$ cat src/design/fcs_pkg.sv
// Shared constants and types for the flash command sequencer link.
// Assumes both ends run on one 100 MHz clock and meet in fcs_link_if.
package fcs_pkg;

  // Command address byte lives in addr[15:8]
  localparam int CMD_ADDR_LSB = 8;
  localparam int CMD_ADDR_MSB = 15;
  localparam logic [7:0] CMD_ADDR_A = 8'h54;
  localparam logic [7:0] CMD_ADDR_B = 8'haa;

  // Command data bytes, only the low byte of a written word is decoded
  localparam logic [7:0] UNLOCK_1    = 8'haa;
  localparam logic [7:0] UNLOCK_2    = 8'h55;
  localparam logic [7:0] CMD_READ    = 8'hf0;
  localparam logic [7:0] CMD_ID      = 8'h90;
  localparam logic [7:0] CMD_PROG    = 8'ha0;
  localparam logic [7:0] CMD_ERASE   = 8'h80;
  localparam logic [7:0] CMD_CHIP    = 8'h10;
  localparam logic [7:0] CMD_BLOCK   = 8'h30;
  localparam logic [7:0] CMD_PBPROG  = 8'h9a;
  localparam logic [7:0] CMD_PBERASE = 8'h6a;
  localparam logic [7:0] ID_SUB      = 8'h00;

  // Device register window: addr[31:16] selects it, addr[15:0] the register
  localparam logic [15:0] REG_BASE     = 16'h4000;
  localparam logic [15:0] STATUS_OFS   = 16'h0000;
  localparam logic [15:0] SECURITY_OFS = 16'h0004;
  localparam logic [31:0] STATUS_ADDR  = {REG_BASE, STATUS_OFS};
  localparam int RDY_BIT   = 0;
  localparam int GUARD_LSB = 16;
  localparam int GUARD_MAX = 6;
  localparam int SEC_BIT   = 0;
  localparam logic SEC_RST = 1'b1;
  localparam logic RDY_RST = 1'b1;

  // Timing
  localparam int CLK_NS       = 10;
  localparam int RST_HOLD_NS  = 500;
  localparam int RST_HOLD_CYC = (RST_HOLD_NS + CLK_NS - 1) / CLK_NS;
  localparam int BOOT_US      = 2000;
  localparam int BOOT_CYC     = BOOT_US * 1000 / CLK_NS;

  // Controller register offsets
  localparam logic [7:0] H_CMD    = 8'h00;
  localparam logic [7:0] H_ADDR   = 8'h04;
  localparam logic [7:0] H_DATA0  = 8'h08;
  localparam logic [7:0] H_DATA1  = 8'h0c;
  localparam logic [7:0] H_DATA2  = 8'h10;
  localparam logic [7:0] H_DATA3  = 8'h14;
  localparam logic [7:0] H_RESULT = 8'h18;
  localparam logic [7:0] H_STAT   = 8'h1c;
  localparam logic [7:0] H_IRQ    = 8'h20;
  localparam logic [7:0] H_MASK   = 8'h24;
  localparam logic [7:0] H_RECOV  = 8'h28;
  localparam int EV_DONE   = 0;
  localparam int EV_REFUSE = 1;

  typedef enum logic [2:0] {
    OP_READ, OP_ID, OP_PROG, OP_CHIP, OP_BLOCK, OP_PBPROG, OP_PBERASE
  } fcs_op_e;

  typedef struct packed {
    logic        rd;
    logic [31:0] addr;
    logic [31:0] data;
  } fcs_step_s;

endpackage : fcs_pkg

$ cat src/design/fcs_link_if.sv
// Word bus between the controller and the flash command decoder.
// Assumes one clock; read data stand only in the cycle after rd.
`timescale 1ns/100ps
interface fcs_link_if;
  logic [31:0] addr;
  logic [31:0] wdata;
  logic [31:0] rdata;
  logic        wr;
  logic        rd;
  logic        rstReq_n;

  modport dev (
    input  addr,
    input  wdata,
    input  wr,
    input  rd,
    output rdata
  );

  modport host (
    output addr,
    output wdata,
    output wr,
    output rd,
    output rstReq_n,
    input  rdata
  );
endinterface : fcs_link_if

$ cat src/design/fcs_flash_ctrl.sv
// Controller that turns register commands into flash bus sequences.
// Assumes a software port with read data one cycle after the strobe.
`timescale 1ns/100ps
module fcs_flash_ctrl (
  input  wire logic        mclk,
  input  wire logic        arst_n,
  fcs_link_if.host         link,
  input  wire logic [7:0]  swAddr,
  input  wire logic [31:0] swWdata,
  input  wire logic        swWe,
  input  wire logic        swRe,
  output logic [31:0]      swRdata,
  output logic             irq
);

  typedef enum {H_IDLE, H_PRE, H_PREC, H_SEQ, H_CAP, H_POST, H_POSTC, H_RST} fcs_hst_e;

  typedef struct packed {
    fcs_hst_e         st;
    fcs_pkg::fcs_op_e op;
    logic [2:0]       n;
    logic [31:0]      base;
    logic [3:0][31:0] dat;
    logic [31:0]      result;
    logic [1:0]       irqSt;
    logic [1:0]       irqMask;
    logic             irq;
    logic             rdPend;
    logic [31:0]      bAddr;
    logic [31:0]      bWdata;
    logic             bWr;
    logic             bRd;
    logic [31:0]      swRdata;
    logic             rstN;
    logic [7:0]       rstCnt;
  } fcs_hstate_s;

  fcs_hstate_s q_ff;
  fcs_hstate_s nxt_q;
  fcs_pkg::fcs_step_s step;
  logic [1:0]  ev;
  logic [1:0]  clr;

  // Command word at addr[15:8], all other bits zero with [1:0] fixed
  function automatic logic [31:0] cmdAddr(input logic [7:0] c);
    cmdAddr = {16'h0, c, 8'h00};
  endfunction : cmdAddr

  function automatic logic [2:0] lastOf(input fcs_pkg::fcs_op_e op);
    case (op)
      fcs_pkg::OP_READ:  lastOf = 3'h3;
      fcs_pkg::OP_ID:    lastOf = 3'h4;
      fcs_pkg::OP_CHIP:  lastOf = 3'h5;
      fcs_pkg::OP_BLOCK: lastOf = 3'h5;
      default:           lastOf = 3'h6;
    endcase
  endfunction : lastOf

  // One bus cycle of a sequence; reads only where a read is due
  function automatic fcs_pkg::fcs_step_s stepOf(input fcs_pkg::fcs_op_e op,
      input logic [2:0] n, input logic [31:0] base, input logic [3:0][31:0] dat);
    fcs_pkg::fcs_step_s s;
    logic [7:0]  code;
    logic [31:0] pg;
    logic [31:0] a54;
    logic [31:0] aAA;
    s    = '0;
    pg   = {base[31:4], 4'h0};
    a54  = cmdAddr(fcs_pkg::CMD_ADDR_A);
    aAA  = cmdAddr(fcs_pkg::CMD_ADDR_B);
    case (op)
      fcs_pkg::OP_READ:   code = fcs_pkg::CMD_READ;
      fcs_pkg::OP_ID:     code = fcs_pkg::CMD_ID;
      fcs_pkg::OP_PROG:   code = fcs_pkg::CMD_PROG;
      fcs_pkg::OP_PBPROG: code = fcs_pkg::CMD_PBPROG;
      fcs_pkg::OP_PBERASE: code = fcs_pkg::CMD_PBERASE;
      default:            code = fcs_pkg::CMD_ERASE;
    endcase
    case (n)
      3'h0: s = '{1'b0, a54, {24'h0, fcs_pkg::UNLOCK_1}};
      3'h1: s = '{1'b0, aAA, {24'h0, fcs_pkg::UNLOCK_2}};
      3'h2: s = '{1'b0, a54, {24'h0, code}};
      3'h3: begin
        case (op)
          fcs_pkg::OP_READ: s = '{1'b1, {base[31:2], 2'h0}, 32'h0};
          fcs_pkg::OP_ID:   s = '{1'b0, {base[31:2], 2'h0}, {24'h0, fcs_pkg::ID_SUB}};
          fcs_pkg::OP_PROG: s = '{1'b0, pg, dat[0]};
          default:          s = '{1'b0, a54, {24'h0, fcs_pkg::UNLOCK_1}};
        endcase
      end
      3'h4: begin
        case (op)
          fcs_pkg::OP_ID:   s = '{1'b1, {base[31:2], 2'h0}, 32'h0};
          fcs_pkg::OP_PROG: s = '{1'b0, pg + 32'h4, dat[1]};
          default:          s = '{1'b0, aAA, {24'h0, fcs_pkg::UNLOCK_2}};
        endcase
      end
      3'h5: begin
        case (op)
          fcs_pkg::OP_PROG:  s = '{1'b0, pg + 32'h8, dat[2]};
          fcs_pkg::OP_CHIP:  s = '{1'b0, a54, {24'h0, fcs_pkg::CMD_CHIP}};
          fcs_pkg::OP_BLOCK: s = '{1'b0, {base[31:2], 2'h0}, {24'h0, fcs_pkg::CMD_BLOCK}};
          default:           s = '{1'b0, a54, {24'h0, code}};
        endcase
      end
      default: begin
        if (op == fcs_pkg::OP_PROG) begin
          s = '{1'b0, pg + 32'hc, dat[3]};
        end else begin
          s = '{1'b0, {base[31:2], 2'h0}, {24'h0, code}};
        end
      end
    endcase
    return s;
  endfunction : stepOf

  assign step = stepOf(q_ff.op, q_ff.n, q_ff.base, q_ff.dat);             // RL8
  assign clr  = (swWe && swAddr == fcs_pkg::H_IRQ) ? swWdata[1:0] : 2'h0;

  // Software port, sequencing and interrupt status
  always_comb begin
    nxt_q        = q_ff;
    ev           = 2'h0;
    nxt_q.bWr    = 1'b0;
    nxt_q.bRd    = 1'b0;
    nxt_q.bAddr  = '0;
    nxt_q.bWdata = '0;
    nxt_q.swRdata = '0;
    nxt_q.rdPend = q_ff.bRd;

    // Register writes; a start while busy or with a bad code is refused
    if (swWe) begin
      case (swAddr)
        fcs_pkg::H_CMD: begin
          if (q_ff.st == H_IDLE && swWdata[2:0] <= 3'(fcs_pkg::OP_PBERASE)) begin
            nxt_q.op = fcs_pkg::fcs_op_e'(swWdata[2:0]);
            nxt_q.n  = 3'h0;
            nxt_q.st = H_PRE;
          end else begin
            ev[fcs_pkg::EV_REFUSE] = 1'b1;
          end
        end
        fcs_pkg::H_ADDR:  nxt_q.base = swWdata;
        fcs_pkg::H_DATA0: nxt_q.dat[0] = swWdata;
        fcs_pkg::H_DATA1: nxt_q.dat[1] = swWdata;
        fcs_pkg::H_DATA2: nxt_q.dat[2] = swWdata;
        fcs_pkg::H_DATA3: nxt_q.dat[3] = swWdata;
        fcs_pkg::H_MASK:  nxt_q.irqMask = swWdata[1:0];
        fcs_pkg::H_RECOV: begin
          nxt_q.st     = H_RST;
          nxt_q.rstN   = 1'b0;
          nxt_q.rstCnt = 8'(fcs_pkg::RST_HOLD_CYC);                      // RL2
        end
        default: ;
      endcase
    end

    if (swRe) begin
      case (swAddr)
        fcs_pkg::H_ADDR:   nxt_q.swRdata = q_ff.base;
        fcs_pkg::H_RESULT: nxt_q.swRdata = q_ff.result;
        fcs_pkg::H_STAT:   nxt_q.swRdata = {30'h0, q_ff.st == H_RST, q_ff.st != H_IDLE};
        fcs_pkg::H_IRQ:    nxt_q.swRdata = {30'h0, q_ff.irqSt};
        fcs_pkg::H_MASK:   nxt_q.swRdata = {30'h0, q_ff.irqMask};
        default:           nxt_q.swRdata = '0;
      endcase
    end

    case (q_ff.st)
      H_IDLE: ;
      // Poll ready before the first cycle of a sequence
      H_PRE: begin
        nxt_q.bRd   = 1'b1;
        nxt_q.bAddr = fcs_pkg::STATUS_ADDR;
        nxt_q.st    = H_PREC;
      end
      H_PREC: begin
        if (q_ff.rdPend) begin
          nxt_q.st = link.rdata[fcs_pkg::RDY_BIT] ? H_SEQ : H_PRE;       // RL1
        end
      end
      H_SEQ: begin
        nxt_q.bWr    = !step.rd;                                         // RL6
        nxt_q.bRd    = step.rd;
        nxt_q.bAddr  = step.addr;                                        // RL10
        nxt_q.bWdata = step.data;                                        // RL7
        if (q_ff.n == lastOf(q_ff.op)) begin
          nxt_q.st = step.rd ? H_CAP : H_POST;
        end else begin
          nxt_q.n = q_ff.n + 3'h1;
        end
      end
      H_CAP: begin
        if (q_ff.rdPend) begin
          nxt_q.result = link.rdata;
          ev[fcs_pkg::EV_DONE] = 1'b1;
          nxt_q.st = H_IDLE;
        end
      end
      // Wait out the automatic operation; a failed one never completes
      H_POST: begin
        nxt_q.bRd   = 1'b1;
        nxt_q.bAddr = fcs_pkg::STATUS_ADDR;
        nxt_q.st    = H_POSTC;
      end
      H_POSTC: begin
        if (q_ff.rdPend) begin
          if (link.rdata[fcs_pkg::RDY_BIT]) begin
            ev[fcs_pkg::EV_DONE] = 1'b1;
            nxt_q.st = H_IDLE;
          end else begin
            nxt_q.st = H_POST;
          end
        end
      end
      H_RST: begin
        nxt_q.rstCnt = q_ff.rstCnt - 8'h01;
        if (q_ff.rstCnt == 8'h01) begin
          nxt_q.rstN = 1'b1;                                             // RL2
          nxt_q.st   = H_IDLE;
        end
      end
      default: nxt_q.st = H_IDLE;
    endcase

    // Recovery wins over any sequence step; a stuck poll loop must not eat it
    if (swWe && swAddr == fcs_pkg::H_RECOV) begin
      nxt_q.st = H_RST;                                                  // RL2
    end

    // Set wins over a write-one clear in the same cycle
    nxt_q.irqSt = (q_ff.irqSt & ~clr) | ev;
    nxt_q.irq   = |(nxt_q.irqSt & nxt_q.irqMask);
  end

  always_ff @(posedge mclk or negedge arst_n) begin
    if (!arst_n) begin
      q_ff      <= '0;
      q_ff.st   <= H_IDLE;
      q_ff.rstN <= 1'b1;
    end else begin
      q_ff <= nxt_q;
    end
  end

  assign link.addr     = q_ff.bAddr;
  assign link.wdata    = q_ff.bWdata;
  assign link.wr       = q_ff.bWr;
  assign link.rd       = q_ff.bRd;
  assign link.rstReq_n = q_ff.rstN;
  assign swRdata       = q_ff.swRdata;
  assign irq           = q_ff.irq;

endmodule : fcs_flash_ctrl

$ cat src/flat_wrapper.sv
// flat-port wrapper written by rule: the top's interface ports become plain ports
module fcs_flash_ctrl_flat 
  (mclk, arst_n, swAddr, swWdata, swWe, swRe, swRdata, irq, link_addr, link_wdata, link_wr, link_rd, link_rstReq_n, link_rdata);
  fcs_link_if link_i ();
  input  wire logic mclk;
  input  wire logic arst_n;
  input  wire logic [7:0] swAddr;
  input  wire logic [31:0] swWdata;
  input  wire logic swWe;
  input  wire logic swRe;
  output logic [31:0] swRdata;
  output logic irq;
  output wire logic [$bits(link_i.addr)-1:0] link_addr;
  output wire logic [$bits(link_i.wdata)-1:0] link_wdata;
  output wire logic [$bits(link_i.wr)-1:0] link_wr;
  output wire logic [$bits(link_i.rd)-1:0] link_rd;
  output wire logic [$bits(link_i.rstReq_n)-1:0] link_rstReq_n;
  input wire logic [$bits(link_i.rdata)-1:0] link_rdata;
  assign link_addr = link_i.addr;
  assign link_wdata = link_i.wdata;
  assign link_wr = link_i.wr;
  assign link_rd = link_i.rd;
  assign link_rstReq_n = link_i.rstReq_n;
  assign link_i.rdata = link_rdata;
  fcs_flash_ctrl u_core (.mclk(mclk), .arst_n(arst_n), .link(link_i), .swAddr(swAddr), .swWdata(swWdata), .swWe(swWe), .swRe(swRe), .swRdata(swRdata), .irq(irq));
endmodule
$ cat config.mk
export PLATFORM = sky130hd
export DESIGN_NAME = fcs_flash_ctrl_flat
export DESIGN_NICKNAME = d
export VERILOG_FILES = /design/src/design/fcs_pkg.sv /design/src/design/fcs_link_if.sv /design/src/design/fcs_flash_ctrl.sv /design/src/flat_wrapper.sv
export SDC_FILE = /design/constraint.sdc
export NUM_CORES = 1
export LEC_CHECK = 0
export BUFFER_PORTS_ARGS = -buffer_cell sky130_fd_sc_hd__buf_2
export CORE_MARGIN = 4
export CORE_UTILIZATION = 40
export DETAILED_ROUTE_END_ITERATION = 10
export PLACE_DENSITY = 0.64
export SYNTH_ARGS = -nofsm -noshare
export SYNTH_HDL_FRONTEND = slang
export SYNTH_SLANG_ARGS = --single-unit
$ cat constraint.sdc
create_clock -name mclk -period 3 [get_ports mclk]
set_clock_uncertainty 0.15 [all_clocks]
set_input_delay 0.15 -clock mclk [delete_from_list [all_inputs] [get_ports mclk]]
set_output_delay 0.15 -clock mclk [all_outputs]
set_load 0.01 [all_outputs]
==> flow_summary.yaml <==
power:
  power.total_mw: 9.85
  clockPowerShare: 0.467
  switchingPower_mw: 2.13
  internal-power_mw: 7.72
  p_per_area_mw_per_mm2: 557
  pwr-share-seq: 0.489
  share_comb_of_total_power: 0.044
  p_leak_nw: 8.67
  ir_drop_mv: 0.401
  switching_share: 0.216
final_layout:
  diodes: 0
  drive_gt1_frac: 0.359
  area_growth_pct: 19.5
  final_net_count: 1426
  fillers: 3204
floorplanning:
  die_area_mm2: 0.0402
  die_h_um: 200
  ios: 176
  coreArea_mm2: 0.0365
  start_util: 0.405
  die_w_um: 200
  core.rowCount: 70
grt:
  grt_usage: 0.181
  met3_usage: 0.0424
  grt_max_degree: 106
  grt-ovfl-total: 0
  grt_pass1_wl_mm: 58.6
  met1_usage: 0.255
  top_usage_layer: "met2"
  met2_usage: 0.289
  antenna_found_initial: 1
  grt_pass1_vias: 10087
worst_hold_path:
  worstHoldPathCells: 2
  holdCritPathClass: "input pin to flip-flop"
setup_path:
  critical_path.cell_chain: "nor4_1 > and4_1 > nand2_4 > nor4_4 > buf_12 > mux2_2"
  worstPathMaxFanout: 32
  cp.required_ns: 3.26
  cp.arrival_ns: 2.83
  cp-end-kind: "flip-flop"
  critPathTopFamily: "simple AND/OR/NAND/NOR gates"
  slowest_delay_ns: 0.45
  critPathBufInv: 1
  cp-start-kind: "flip-flop"
  cp.depth: 6
  criticalPathCategory: "flip-flop to flip-flop"
  crit_slowest_cell: "nor4_1"
  r2r_cells: 6
route:
  viasPerCell: 5.32
  drc: 0
  drtPass1Iterations: 9
  routed_wl_mm: 36.9
  ant_nets: 0
  drtIter0Drc: 886
  vias: 9787
  post_drt_wl_per_cell_um: 20.1
sta:
  fin_crit_ns: 2.57
  rsz0062_at_grt: "false"
  fmax_mhz: 388
  tightest_slew_ns: 0.848
  slew_viol_final: 0
  setup_tns_ns: 0
  relSlewSlack: 0.435
  finalHoldViolations: 0
  setup_viol: 0
  fin_crit_sh: 0.858
clocking:
  h-tree-depth: 2
  postCtsSetupBuffers: 0
  numCtsBuffers: 37
  holdBufCountCts: 70
  cts_resized: 0
  clkSlewWorstSetupHoldPaths_ns: 0.06
  cts_root_buf: "clkbuf_16"
  cts_tree: "yes"
  clock_path_buffers: 3
  clkLatencyLatePin_ns: 0.53
  cts.sinks: 341
synthesis:
  syn_area_per_cell_um2: 12.8
  synth-main-ff-cell: "dfrtp_1"
  ys_seq_area_frac: 0.576
  netlist_instances: 1161
  async_reset_ff_frac: 1.00
  synth-edff-count: 0
  syn-cell-area_mm2: 0.0148
  ys_ff_latch: 341
  ys_warn_count: 0
  synth_cell_type_count: 70
placed_design:
  post-dp-hpwl_mm: 24.0
  io_buffers: 173
  place_congestion: 0.868
job:
  maxCapViolations: 0
outcome:
  status: "finished, final reports clean"
-- per-layer routing --
| layer | share of wire | up-vias |
|---|---|---|
| met4 | 0.014 | 2 |
| met1 | 0.45 | 4987 |
| met5 | 0.00035 | - |
| met2 | 0.47 | 340 |
| met3 | 0.063 | 52 |
| li1 | - | 4406 |
-- cells in the mapped netlist (3+ instances only) --
library cell | count | area, um2
a21o_1 | 5 | 37.5
a21oi_1 | 55 | 275
a221oi_1 | 5 | 43.8
a222oi_1 | 26 | 260
a22o_1 | 6 | 52.6
a22oi_1 | 34 | 255
a311oi_1 | 3 | 26.3
a31o_2 | 3 | 26.3
a31oi_1 | 4 | 25.0
and2_1 | 27 | 169
and4_1 | 3 | 26.3
buf_1 | 10 | 37.5
buf_2 | 8 | 40.0
buf_4 | 97 | 728
buf_6 | 5 | 56.3
clkbuf_1 | 46 | 173
dfrtp_1 | 340 | 8510
ha_1 | 7 | 87.6
inv_1 | 14 | 52.6
mux2_2 | 169 | 1900
mux2_4 | 30 | 450
mux2i_1 | 7 | 70.1
nand2_1 | 62 | 233
nand2b_1 | 7 | 43.8
nand3_1 | 18 | 90.1
nand4_1 | 5 | 31.3
nor2_1 | 20 | 75.1
nor2b_1 | 35 | 219
nor3_1 | 8 | 40.0
nor4_1 | 9 | 56.3
nor4b_1 | 4 | 35.0
o21a_1 | 3 | 22.5
o21ai_0 | 34 | 170
o22ai_1 | 3 | 18.8
o2bb2ai_1 | 3 | 26.3
-- logic make-up after synthesis --
family / count (synthesis) / synth area share
and+or+nand+nor: 221 / 0.0838
muxes: 206 / 0.164
adders and majority gates: 7 / 0.00591
other: 1 / 0.000253
DFF: 341 / 0.576
buffers and inverters: 180 / 0.0734
AOI/OAI and AO/OA: 205 / 0.0965
-- registers in the layout (all words and copies together) (netlist names) --
signal and count:
u_core.link.wdata 32, u_core.q_ff 243, u_core.link.rstReq_n 1, u_core.swRdata 32, u_core.link.wr 1, u_core.link.rd 1
u_core.irq 1, u_core.link.addr 30
-- cell usage in the layout (no fill, tap or decap), types with 4 or more instances in the layout --
master         Yosys  layout
clkbuf_16          0      39
mux2_2           169     169
clkinv_2           0       5
nor4b_1            4       4
buf_2              8     172
nor4_1             9       8
nand2b_1           7       7
ha_1               7       6
dlygate4sd3_1      0      70
inv_1             14      14
a222oi_1          26      26
a31oi_1            4       4
a22o_1             6       6
mux2i_1            7       7
a221oi_1           5       5
nor3_1             8       8
nand2_1           62      60
nor2b_1           35      35
dfrtp_1          340     340
a21o_1             5       5
conb_1             1      31
o21ai_0           34      34
a21oi_1           55      54
nand4_1            5       5
a22oi_1           34      34
clkbuf_1          46       8
buf_12             0       8
clkbuf_8           0       9
and2_1            27      25
buf_4             97      28
nor2_1            20      20
mux2_4            30      30
nand3_1           18      16
-- worst register-to-register path: cells and delay by family, from the launching register on --
family	cells	cell delay, ns
simple gates	4	1.25
flops	1	0.36
mux	1	0.39
buf+inv	1	0.31
-- power groups by stage --
stage / registers (mW) / logic [mW] / clock network (mW)
6_report: 4.81 / 0.438 / 4.60
5_1_grt: 4.83 / 0.494 / 4.91
3_5_place_dp: 4.90 / 0.374 / 0
3_3_place_gp: 4.89 / 0.363 / 0
2_1_floorplan: 4.87 / 0.151 / 0
4_1_cts: 4.81 / 0.449 / 4.71
-- worst paths after layout --
| check | slack, ns | to | startpoint |
|---|---|---|---|
| worst min-delay path | 0.03 | u_core.swRdata[26] | swRe |
| min in group asynchronous | 0.09 | u_core.q_ff[325] | arst_n |
| worst max-delay path | 0.43 | u_core.q_ff[114] | u_core.q_ff[327] |
| worst max register to register | 0.43 | u_core.q_ff[114] | u_core.q_ff[327] |
| worst min register to register | 0.33 | u_core.q_ff[107] | u_core.link.rd |
| max in group asynchronous | 1.72 | u_core.q_ff[123] | arst_n |
-- metrics by stage --
step	cell area, um2	std cells	hold slack, ns	util	setup slack [ns]
floorplan	14900	1191	-0.296	-	0.586
global placement	15700	1702	0.116	0.431	0.556
detailed placement	15700	1702	0.122	0.431	0.411
CTS	17700	1838	0.0279	0.484	0.405
global route	17700	1838	0.0411	0.484	0.232
finish	17700	1838	0.0280	0.484	0.425
-- cell type report --
cell class / count / area (um2) / share of cell area
Clock buffer: 56 / 1130 / 0.0639
Multi-Input combinational cell: 670 / 5330 / 0.301
Inverter: 14 / 52.6 / 0.00297
Tap cell: 468 / 586 / 0.0331
Timing Repair Buffer: 279 / 1950 / 0.110
Sequential cell: 341 / 8530 / 0.483
Clock inverter: 10 / 109 / 0.00615
No activity file was read; power rests on OpenSTA's default activity.
